**config.mk**
```make
export PLATFORM = sky130hd
export DESIGN_NAME = adcsf_frame
export DESIGN_NICKNAME = d
export VERILOG_FILES = /design/src/verilog/adcsf_frame.v /design/src/verilog/adcsf_clkdiv.v /design/src/verilog/adcsf_shifter.v
export VERILOG_INCLUDE_DIRS = /design/src /design/src/inc
export SDC_FILE = /design/constraint.sdc
export NUM_CORES = 1
export LEC_CHECK = 0
export BUFFER_PORTS_ARGS = -buffer_cell sky130_fd_sc_hd__buf_4
export CAP_MARGIN = 10
export CELL_PAD_IN_SITES_DETAIL_PLACEMENT = 1
export CELL_PAD_IN_SITES_GLOBAL_PLACEMENT = 1
export CORE_MARGIN = 2
export CORE_UTILIZATION = 43
export DETAILED_ROUTE_END_ITERATION = 7
export PLACE_DENSITY = 0.84
export SLEW_MARGIN = 20
export SYNTH_ARGS = -nofsm -noshare
export SYNTH_HDL_FRONTEND = slang
export SYNTH_HIERARCHICAL = 1
export SYNTH_SLANG_ARGS = --single-unit
```
**constraint.sdc**
```tcl
create_clock -name pclk -period 2.39 [get_ports pclk]
set_input_delay 0.478 -clock pclk [delete_from_list [all_inputs] [get_ports pclk]]
set_output_delay 0.478 -clock pclk [all_outputs]
set_load 0.02 [all_outputs]
```
**src/inc/adcsf_map.vh**
```
// Address map, field positions, reset values and timing counts for the frame timing block
`ifndef ADCSF_MAP_VH
`define ADCSF_MAP_VH
`define ADCSF_CTRL_OFS      12'h000
`define ADCSF_STAT_OFS      12'h004
`define ADCSF_WORD_OFS      12'h008
`define ADCSF_FSI_OFS       12'h00c
`define ADCSF_CTRL_RUN      0
`define ADCSF_CTRL_DEC256   1
`define ADCSF_CTRL_SYNC     2
`define ADCSF_CTRL_RST      3'h1
`define ADCSF_STAT_FRAME    0
`define ADCSF_STAT_SLEEP    1
`define ADCSF_STAT_WORDRDY  2
`define ADCSF_STAT_FSIRX    3
`define ADCSF_DEC_LO        10'd128
`define ADCSF_DEC_HI        10'd256
`define ADCSF_FRAME_BITS    6'd32
`define ADCSF_SYNC_MIN      3'd4
`endif

```
**src/verilog/adcsf_frame.v**
```verilog
// Serial frame timing of the converter: decimation, output frames, frame-sync input, APB
//
// The implementer's own choices: the placing of the registers and the APB interface to the registers.
`timescale 1ns/10ps
`include "adcsf_map.vh"
// Notes on behaviour
// Host supplies master clock, 500 kHz-40 MHz
// Modulator clock is master clock halved
// One output word per decimation period
// Frame-sync out falls after serial clock rise
// Data driver enabled on frame-sync fall
// First bit out is the MSB
// Next bit after each serial clock rise
// Frame-sync out rises; low 32 periods max
// Frame-sync in sampled on serial falls
// Host holds frame-sync in 1..32 periods
// Host holds reset low one clock minimum
// Reset release registered on master clock rise
// Host holds sync low four clocks minimum
// Sync rise registered on master clock fall
// Low sleep pin stops conversions and frames
// Data output undriven between frames
// Reset restarts decimation and framing
module adcsf_frame #(
	parameter WORD_W = 32
) (
	input  wire        pclk,
	input  wire        presetn,
	input  wire        psel,
	input  wire        penable,
	input  wire        pwrite,
	input  wire [11:0] paddr,
	input  wire [31:0] pwdata,
	output reg  [31:0] prdata,
	output wire        pready,
	output wire        pslverr,
	input  wire        sleep_pin_n,
	input  wire        sync_n,
	input  wire        frame_sync_in,
	input  wire        serial_data_in,
	output wire        modulator_clock,
	output wire        serial_clock_out,
	output reg         frame_sync_out,
	output wire        serial_data_out,
	output wire        serial_data_out_oe,
	output reg         sync_done
);
	reg  [2:0]        ctrl;
	reg  [WORD_W-1:0] conv_word;
	reg  [WORD_W-1:0] fsi_word;
	reg               word_ready;
	reg               fsi_rx;
	reg  [9:0]        dec_cnt;
	reg  [5:0]        bit_cnt;
	reg  [5:0]        fsi_cnt;
	reg               fsi_prev;
	reg  [WORD_W-1:0] fsi_shift;
	reg  [2:0]        sync_cnt;
	reg               sync_fall_q;
	reg               sync_q;
	reg  [31:0]       next_prdata;
	reg               word_pend;
	wire              sco_rise;
	wire              sco_fall;
	wire              run;
	wire              restart;
	wire [9:0]        dec_len;
	wire              wr;
	wire              rd;
	wire              frame_start;
	wire              frame_end;
	wire              fsi_done;
	wire              fsi_low;
	wire              fsi_run_full;
	wire              sync_full;
	wire              ctrl_sel;
	wire              stat_sel;
	wire              word_sel;
	wire              fsi_sel;
	wire              fsi_clr;
	// Sleep pin or software halt stops the divider, decimation, frames and frame-sync input
	assign run     = sleep_pin_n & ctrl[`ADCSF_CTRL_RUN];
	assign restart = ~run | sync_q;
	assign dec_len = ctrl[`ADCSF_CTRL_DEC256] ? `ADCSF_DEC_HI : `ADCSF_DEC_LO;
	assign wr      = psel & penable & pwrite;
	assign rd      = psel & ~penable & ~pwrite;
	assign pready  = 1'b1;
	assign pslverr = 1'b0;
	assign serial_clock_out = modulator_clock;

	adcsf_clkdiv u_div (
		.pclk            (pclk),
		.presetn         (presetn),
		.restart         (restart),
		.modulator_clock (modulator_clock),
		.sco_rise        (sco_rise),
		.sco_fall        (sco_fall)
	);

	// Decimation counter in modulator clock periods
	always @(posedge pclk or negedge presetn) begin
		if (!presetn) begin
			dec_cnt   <= 10'd0;
			word_pend <= 1'b0;
		end else if (restart) begin
			dec_cnt   <= 10'd0;
			word_pend <= 1'b0;
		end else if (sco_rise) begin
			if (dec_cnt == dec_len - 10'd1) begin
				dec_cnt   <= 10'd0;
				word_pend <= 1'b1;
			end else begin
				dec_cnt <= dec_cnt + 10'd1;
				if (frame_start)
					word_pend <= 1'b0;
			end
		end
	end

	assign frame_start = sco_rise & word_pend & frame_sync_out;
	assign frame_end   = sco_rise & ~frame_sync_out & (bit_cnt == `ADCSF_FRAME_BITS - 6'd1);

	// Output frame: low for exactly 32 serial clock periods
	always @(posedge pclk or negedge presetn) begin
		if (!presetn) begin
			frame_sync_out <= 1'b1;
			bit_cnt        <= 6'd0;
		end else if (restart) begin
			frame_sync_out <= 1'b1;
			bit_cnt        <= 6'd0;
		end else if (frame_start) begin
			frame_sync_out <= 1'b0;
			bit_cnt        <= 6'd0;
		end else if (frame_end) begin
			frame_sync_out <= 1'b1;
		end else if (sco_rise & ~frame_sync_out) begin
			bit_cnt <= bit_cnt + 6'd1;
		end
	end

	adcsf_shifter #(
		.WIDTH (WORD_W)
	) u_sh (
		.pclk            (pclk),
		.presetn         (presetn),
		.load            (frame_start),
		.shift           (sco_rise & ~frame_sync_out),
		.stop            (restart | frame_end),
		.word            (conv_word),
		.serial_data_out (serial_data_out),
		.sdo_oe          (serial_data_out_oe)
	);

	// Frame-sync input and serial input taken on serial clock falls
	// A run ends on a high sample or after a full word of 32 bits
	assign fsi_low      = ~frame_sync_in;
	assign fsi_run_full = (fsi_cnt == `ADCSF_FRAME_BITS);
	assign fsi_done     = sco_fall & ~fsi_prev & (~fsi_low | fsi_run_full);
	always @(posedge pclk or negedge presetn) begin
		if (!presetn) begin
			fsi_prev  <= 1'b1;
			fsi_cnt   <= 6'd0;
			fsi_shift <= {WORD_W{1'b0}};
		end else if (restart) begin
			fsi_prev  <= 1'b1;
			fsi_cnt   <= 6'd0;
		end else if (sco_fall) begin
			fsi_prev <= frame_sync_in | fsi_done;
			if (!frame_sync_in && !fsi_done) begin
				fsi_shift <= {fsi_shift[WORD_W-2:0], serial_data_in};
				fsi_cnt   <= fsi_prev ? 6'd1 : fsi_cnt + 6'd1;
			end
		end
	end

	// Sync level taken on master clock falls
	always @(negedge pclk or negedge presetn) begin
		if (!presetn)
			sync_fall_q <= 1'b1;
		else
			sync_fall_q <= sync_n;
	end

	assign sync_full = (sync_cnt == `ADCSF_SYNC_MIN);

	// Sync pulse: low run counted, release accepted after four clocks
	always @(posedge pclk or negedge presetn) begin
		if (!presetn) begin
			sync_cnt  <= 3'd0;
			sync_q    <= 1'b0;
			sync_done <= 1'b0;
		end else if (!sync_fall_q) begin
			sync_q    <= 1'b0;
			sync_done <= 1'b0;
			if (!sync_full)
				sync_cnt <= sync_cnt + 3'd1;
		end else begin
			sync_cnt  <= 3'd0;
			sync_q    <= sync_full;
			sync_done <= sync_full;
		end
	end

	// Register decode
	assign ctrl_sel = (paddr == `ADCSF_CTRL_OFS);
	assign stat_sel = (paddr == `ADCSF_STAT_OFS);
	assign word_sel = (paddr == `ADCSF_WORD_OFS);
	assign fsi_sel  = (paddr == `ADCSF_FSI_OFS);
	assign fsi_clr  = wr & stat_sel & pwdata[`ADCSF_STAT_FSIRX];

	// Control register
	always @(posedge pclk or negedge presetn) begin
		if (!presetn)
			ctrl <= `ADCSF_CTRL_RST;
		else if (wr & ctrl_sel)
			ctrl <= pwdata[2:0];
	end

	// Word to send; a write meeting a frame start stays pending
	always @(posedge pclk or negedge presetn) begin
		if (!presetn) begin
			conv_word  <= {WORD_W{1'b0}};
			word_ready <= 1'b0;
		end else if (wr & word_sel) begin
			conv_word  <= pwdata[WORD_W-1:0];
			word_ready <= 1'b1;
		end else if (frame_start) begin
			word_ready <= 1'b0;
		end
	end

	// Received input word; capture wins over a clear
	always @(posedge pclk or negedge presetn) begin
		if (!presetn) begin
			fsi_word <= {WORD_W{1'b0}};
			fsi_rx   <= 1'b0;
		end else if (fsi_done) begin
			fsi_word <= fsi_shift;
			fsi_rx   <= 1'b1;
		end else if (fsi_clr) begin
			fsi_rx <= 1'b0;
		end
	end

	// Read data chosen in the setup cycle
	always @* begin
		next_prdata = 32'h0000_0000;
		if (ctrl_sel) begin
			next_prdata[2:0] = ctrl;
		end else if (stat_sel) begin
			next_prdata[`ADCSF_STAT_FRAME]   = ~frame_sync_out;
			next_prdata[`ADCSF_STAT_SLEEP]   = ~sleep_pin_n;
			next_prdata[`ADCSF_STAT_WORDRDY] = word_ready;
			next_prdata[`ADCSF_STAT_FSIRX]   = fsi_rx;
		end else if (word_sel) begin
			next_prdata[WORD_W-1:0] = conv_word;
		end else if (fsi_sel) begin
			next_prdata[WORD_W-1:0] = fsi_word;
		end
	end

	always @(posedge pclk or negedge presetn) begin
		if (!presetn)
			prdata <= 32'h0000_0000;
		else if (rd)
			prdata <= next_prdata;
	end
endmodule // adcsf_frame

```
**src/verilog/adcsf_clkdiv.v**
```verilog
// Halving divider that makes the modulator clock and serial clock level
`timescale 1ns/10ps
module adcsf_clkdiv (
	input  wire pclk,
	input  wire presetn,
	input  wire restart,
	output reg  modulator_clock,
	output wire sco_rise,
	output wire sco_fall
);
	// One pclk high, one pclk low: period is two master clocks
	always @(posedge pclk or negedge presetn) begin
		if (!presetn)
			modulator_clock <= 1'b0;
		else if (restart)
			modulator_clock <= 1'b0;
		else
			modulator_clock <= ~modulator_clock;
	end
	assign sco_rise = ~modulator_clock & ~restart;
	assign sco_fall = modulator_clock & ~restart;
endmodule // adcsf_clkdiv

```
**src/verilog/adcsf_shifter.v**
```verilog
// Serial word shifter, MSB first, with driver enable
`timescale 1ns/10ps
module adcsf_shifter #(
	parameter WIDTH = 32
) (
	input  wire             pclk,
	input  wire             presetn,
	input  wire             load,
	input  wire             shift,
	input  wire             stop,
	input  wire [WIDTH-1:0] word,
	output wire             serial_data_out,
	output reg              sdo_oe
);
	reg [WIDTH-1:0] sreg;
	always @(posedge pclk or negedge presetn) begin
		if (!presetn) begin
			sreg   <= {WIDTH{1'b0}};
			sdo_oe <= 1'b0;
		end else if (stop) begin
			sreg   <= {WIDTH{1'b0}};
			sdo_oe <= 1'b0;
		end else if (load) begin
			sreg   <= word;
			sdo_oe <= 1'b1;
		end else if (shift) begin
			sreg <= {sreg[WIDTH-2:0], 1'b0};
		end
	end
	assign serial_data_out = sreg[WIDTH-1];
endmodule // adcsf_shifter

```
==> results of run 1 <==
per-stage QoR:
step	utilization [%]	instances	TNS, ns	power, mW	area [um2]
detailed placement	48.6	1035	-0.0500	3.65	9770
floorplan	-	693	0	3.48	8750
finish	52.4	1071	0	6.75	10500
global placement	48.6	1035	0	3.65	9770
global route	52.4	1071	0	6.97	10500
CTS	51.8	1067	0	6.80	10400
layout make-up:
cell class | instances | area [um2] | share of cell area (%)
sequential | 197 | 4930 | 46.9
multi-input combinational | 446 | 3550 | 33.8
timing repair buffer | 115 | 1010 | 9.58
clock buffer | 19 | 453 | 4.30
tap | 270 | 338 | 3.21
clock inverter | 14 | 198 | 1.88
inverter | 10 | 40.0 | 0.380
critical path, delay by kind of cell, from the launching register on:
kind	cells	cell delay, ns
buf+inv	3	0.41
simple gates	6	0.85
mux	1	0.34
flops	1	0.56
worst paths after layout:
check / start / end / cells past startpoint
worst min register to register: prdata[9]$_DFFE_PN0P_ / prdata[9]$_DFFE_PN0P_ / 2
min in group pclk: pwdata[16] / conv_word[16]$_DFFE_PN0P_ / 2
worst min-delay path: presetn / fsi_shift[30]$_DFFE_PN0P_ / 2
max in group asynchronous: presetn / sync_fall_q$_DFF_NN1_ / 1
worst max register to register: ctrl[0]$_DFFE_PN1P_ / fsi_shift[8]$_DFFE_PN0P_ / 10
worst max-delay path: ctrl[0]$_DFFE_PN1P_ / fsi_shift[8]$_DFFE_PN0P_ / 10
timing repair:
item / CTS / global route
resized for setup: 1 / 5
setup endpoints to repair: 4 / 51
gates cloned: 0 / 3
setup buffers: 0 / 1
pin swaps: 0 / 1
metal layers:
metal	part of all wire (%)	up-vias
met4	1.8	0
met2	49	96
met3	3.3	30
met1	46	2957
li1	-	2644
met5	0	-
placed cells by master, fill, tap and decap left out, types with 2 or more instances in the layout:
cell type,synthesis,layout
mux2i_1,61,61
and3_1,2,2
a211oi_2,7,7
and4_1,2,2
a2111oi_0,4,4
nand2b_1,5,5
ha_1,6,6
nor4_1,3,3
o2111ai_1,2,2
bufinv_16,0,4
nand2_1,54,54
nor2_1,30,29
mux2_1,30,30
or3_1,2,2
conb_1,2,2
clkbuf_16,0,19
xnor2_1,6,6
nor3_1,5,5
nor2b_4,1,2
nor2b_1,34,33
dfrtp_1,193,193
o21ai_0,29,29
nand3_1,9,9
a22o_1,4,4
buf_12,3,8
nand4_1,3,3
a211oi_1,26,26
dfstp_2,4,4
a21o_1,6,6
and2_1,2,2
nor4_2,2,2
a21oi_1,8,8
clkinvlp_4,0,3
inv_1,10,9
buf_4,6,103
nor2_4,0,2
clkbuf_8,0,3
xor2_1,9,9
mux2_2,70,70
inv_6,0,3
cells by family after synthesis:
logic type      after synthesis
xor+xnor                     15
buf+inv                      50
mux                         162
simple gates                165
compound gates               96
other cells                   2
fa+ha+maj                     6
flops                       197
report_power, final:
part / internal, mW / switching, mW
logic: 0.0876 / 0.137
registers: 3.34 / 0.00906
clock network: 1.83 / 1.35
total: 5.26 / 1.49
flip-flops by register name (all words and copies together) (netlist names):
| signal | flops |
|---|---|
| sync_fall_q | 1 |
| fsi_rx | 1 |
| bit_cnt | 6 |
| sync_q | 1 |
| fsi_prev | 1 |
| u_sh/sreg | 32 |
| conv_word | 32 |
| word_ready | 1 |
| word_pend | 1 |
| sync_cnt | 3 |
| ctrl | 3 |
| frame_sync_out | 1 |
| u_div/modulator_clock | 1 |
| prdata | 32 |
| fsi_word | 32 |
| fsi_cnt | 6 |
| dec_cnt | 10 |
| fsi_shift | 32 |
| u_sh/sdo_oe | 1 |
==> flow_summary.json, run 1 <==
{
  "yosysTopAreaCellShare_pct": 55.2,
  "place_ws_ns": -0.0500,
  "synth_xor_area_share_pct": 1.50,
  "grt_usage_pct": 20.2,
  "synth-async-reset-ratio_pct": 100,
  "p_per_area_nw_per_um2": 641,
  "fin_nets": 847,
  "avgSynthCellArea_um2": 12.6,
  "grt_first_pass_wirelength_mm": 33.9,
  "num_vias": 5727,
  "routabilityCongestion": 0.810,
  "hp-class": "input pin to asynchronous set/reset pin",
  "max_slew_margin_pct": 47.9,
  "outcome": "completed",
  "synth.top_cells.by_count": "dfrtp_1, mux2_2, mux2i_1, nand2_1, nor2b_1",
  "gr-usage-met1_pct": 26.3,
  "htreeDepth": 4,
  "numPortBuffers": 90,
  "leakage_nw": 4.96,
  "cts.sinks": 197,
  "cap_viol_max_count": 0,
  "drtPass1Iterations": 4,
  "ys_top_cells_by_area": "dfrtp_1, mux2_2, mux2i_1",
  "required_ns": 2.72,
  "viasPerCell": 5.35,
  "numCtsBuffers": 17,
  "synth_top_family_by_area": "multiplexers",
  "yosys_warnings": 6,
  "antenna-diode-count": 0,
  "drt-wirelength-per-cell_um": 19.7,
  "final-hold-violation-count": 0,
  "worst-path-max-fanout": 11,
  "synth_edf_count": 0,
  "synthAdderAreaFrac_pct": 0.858,
  "syn-instance-count": 693,
  "tritoncts": "built",
  "grt_setup_unrepaired": "false",
  "setup_viol": 0,
  "crit_path_top_delay_cell": "dfstp_2",
  "synth_largest_area_cell": "dfrtp_1",
  "fin_hold_ws_ns": 0.190,
  "die_y_um": 147,
  "synthFlopType": "dfrtp_1",
  "layout_setup_ws_ns": 0.0933,
  "crit_path_max_incr_delay_ns": 0.56,
  "r2r_slack_ns": 0.09,
  "path_clk_slew_ns": 0.07,
  "layout_min_cycle_time_ns": 2.30,
  "grt_max_degree": 141,
  "antenna_found_initial": 0,
  "synth_cell_types": 59,
  "synth_fp_nets": 752,
  "worstPathArrival_ns": 2.62,
  "met3_usage_pct": 4.50,
  "yosys.area_share.simple_pct": 9.84,
  "synthToLayoutAreaGrowth_pct": 20.3,
  "synth.area.mux_share_pct": 20.1,
  "first_global_vias": 6293,
  "wirelength_mm": 21.1,
  "postCtsHoldBufs": 0,
  "yosysSeqAreaShare_pct": 56.4,
  "worstSetupPathType": "register to register",
  "grt.met2_usage_pct": 33.6,
  "ant_nets": 0,
  "setup.worst_path.end_class": "register",
  "cts_root_buf": "clkbuf_16",
  "synth_compound_area_share_pct": 7.77,
  "clock_latency_ns": 0.46,
  "irDropWorstVdd_mv": 0.485,
  "ys_ff_latch": 197,
  "syn_area_um2": 8750,
  "drt_first_iter_violations": 282,
  "maxSlewViolCount": 0,
  "gr-total-overflow": 0,
  "drive_above_1_share_pct": 30.6,
  "finClkSkew_ns": 0.0187,
  "grt.busiest_layer": "met2",
  "core_um2": 20100,
  "start_util_pct": 43.5,
  "fmax_mhz": 435,
  "drc_errors": 0,
  "startpoint_type": "register",
  "clockBufferDepth": 2,
  "worst_slew_pin_slew_ns": 0.781,
  "dp_hpwl_mm": 13.6,
  "crit_chain": "nand2_1 > nor2_4 > inv_4 > nor2b_4 > nand2b_1 > or2_4 > nor2_4 > buf_12 > buf_6 > mux2_2",
  "nFillCells": 2061,
  "synthMostInstantiatedCell": "dfrtp_1",
  "rows": 52,
  "dieArea_um2": 21500,
  "critPathMostFrequentCell": "nor2_4",
  "die_w_um": 147,
  "ioPinCount": 93,
  "finalCritPeriodShare_pct": 96.1
}
Power figures use the tool's default switching activity.
==> run 2: changes to the inputs <==
==> constraint.sdc (replaced) <==
create_clock -name pclk -period 2.39 [get_ports pclk]
set_input_delay 0.478 -clock pclk [delete_from_list [all_inputs] [get_ports pclk]]
set_output_delay 0.478 -clock pclk [all_outputs]
set_load 0.1 [all_outputs]
==> run 2 against run 1 <==
  * Sequential cell count unchanged
  * Non-clock buffer count unchanged
  * Global-route usage about the same
  * Fmax up 0.99%
  * Clock skew up 0.00070 ns
  * Worst setup slack better by 0.023 ns
  * Critical path depth unchanged
  * Combinational power up 8%
  * First-iteration DRC count down 1.4%
  * Count of clock-buffer cells in the layout up 2
  * Register-to-register slack better by 0.02 ns
  * Cell count down 0.19%
  * Critical path type unchanged
  * Largest cell class unchanged
==> flow_summary.json, run 2 (synthesized netlist as in run 1, its figures left out) <==
{
  "setup_viol": 0,
  "worstPathArrival_ns": 2.59,
  "fin_area_um2": 10400,
  "placed_cell_area_um2": 9770,
  "stdcell_count": 1069,
  "path_clk_slew_ns": 0.06,
  "fmax_mhz": 440,
  "final_common_cell": "dfrtp_1",
  "antenna-diode-count": 0,
  "clock_latency_ns": 0.45,
  "fin_tns_setup_ns": 0,
  "synthToLayoutAreaGrowth_pct": 19.1,
  "num_vias": 5777,
  "rows": 52,
  "grt_max_degree": 143,
  "finalCritPeriodShare_pct": 95.2,
  "startpoint_type": "register",
  "routabilityCongestion": 0.765,
  "dp_hpwl_mm": 13.6,
  "die_w_um": 147,
  "fin_hold_ws_ns": 0.148,
  "drc_errors": 0,
  "ioPinCount": 93,
  "cap_viol_max_count": 0,
  "start_util_pct": 43.5,
  "die_y_um": 147,
  "drt-wirelength-per-cell_um": 20.2,
  "wirelength_mm": 21.6,
  "leakage_nw": 4.91,
  "drive_above_1_share_pct": 30.2,
  "grt_usage_pct": 20.2,
  "grt_setup_unrepaired": "false",
  "layout_setup_ws_ns": 0.116,
  "hp-class": "input pin to asynchronous set/reset pin",
  "dieArea_um2": 21500,
  "required_ns": 2.71,
  "cts.sinks": 197,
  "ant_nets": 0,
  "irDropWorstVdd_mv": 0.489,
  "placed_cells": 1035,
  "p_per_area_nw_per_um2": 613,
  "postLayoutCoreUtil_pct": 51.8,
  "numPortBuffers": 90,
  "numCtsBuffers": 17,
  "finClkSkew_ns": 0.0194,
  "core_um2": 20100,
  "htreeDepth": 4,
  "worstSetupPathType": "register to register",
  "final_cell_mix": "dfrtp_1, buf_4, mux2_2",
  "maxSlewViolCount": 0,
  "grt_first_pass_wirelength_mm": 33.9,
  "worst_slew_pin_slew_ns": 0.851,
  "r2r_slack_ns": 0.12,
  "drtPass1Iterations": 4,
  "first_global_vias": 6263,
  "tritoncts": "built",
  "fin_nets": 847,
  "outcome": "completed",
  "layout_min_cycle_time_ns": 2.27,
  "place_ws_ns": 0.0620,
  "cts_root_buf": "clkbuf_16",
  "worst-path-max-fanout": 11,
  "viasPerCell": 5.40,
  "clockBufferDepth": 2,
  "setup.worst_path.end_class": "register",
  "final-hold-violation-count": 0,
  "gr-total-overflow": 0,
  "antenna_found_initial": 0,
  "max_slew_margin_pct": 43.3,
  "total_power_mw": 6.39,
  "drt_first_iter_violations": 278
}
run 2: cell type report:
class | instances | area [um2]
Inverter | 10 | 40.0
Timing Repair Buffer | 115 | 996
Tap cell | 270 | 338
Clock buffer | 21 | 450
Fill cell | 2070 | 9690
Clock inverter | 10 | 109
Sequential cell | 197 | 4940
Multi-Input combinational cell | 446 | 3540
run 2: worst paths after layout:
path                                       startpoint  cells after the start                         to
worst min-delay path                          presetn                      2  conv_word[30]$_DFFE_PN0P_
worst min register to register  prdata[9]$_DFFE_PN0P_                      2      prdata[9]$_DFFE_PN0P_
worst max-delay path              ctrl[0]$_DFFE_PN1P_                     10  fsi_shift[28]$_DFFE_PN0P_
min in group pclk                          pwdata[20]                      2  conv_word[20]$_DFFE_PN0P_
worst max register to register    ctrl[0]$_DFFE_PN1P_                     10  fsi_shift[28]$_DFFE_PN0P_
max in group asynchronous                     presetn                      1      sync_fall_q$_DFF_NN1_
run 2: repair_timing:
item / 4_1_cts / 5_1_grt
hold buffers: 0 / 0
endpoints found under the setup margin: 0 / 71
hold endpoints to repair: 0 / 0
setup buffers: 0 / 1
resized for setup: 0 / 4
run 2: layer usage:
metal  share of wire [%]  wire [um]  track usage, %  vias to the layer above
met4                 2.7        588            6.94                        0
met2                  50      10900            34.1                      114
met3                 3.4        734            4.22                       43
met5                   0          0               0                        -
met1                  43       9370            25.9                     2984
li1                    -          -               -                     2636
run 2: power by group:
| part | total [mW] | internal (mW) | switching (mW) | leakage, nW |
|---|---|---|---|---|
| Sequential | 3.35 | 3.34 | 0.00954 | 2.73 |
| Combinational | 0.242 | 0.0878 | 0.155 | 1.90 |
| Clock | 2.79 | 1.56 | 1.23 | 0.274 |
| Total | 6.39 | 4.99 | 1.40 | 4.91 |
run 2: critical path: stages, from the launching register on:
cell,delay (ns)
dfstp_2,0.55
nand2_1,0.09
nor2_4,0.13
inv_4,0.09
nor2b_4,0.13
nand2b_1,0.11
or2_4,0.27
nor2_4,0.13
buf_12,0.14
clkbuf_16,0.18
mux2_2,0.33
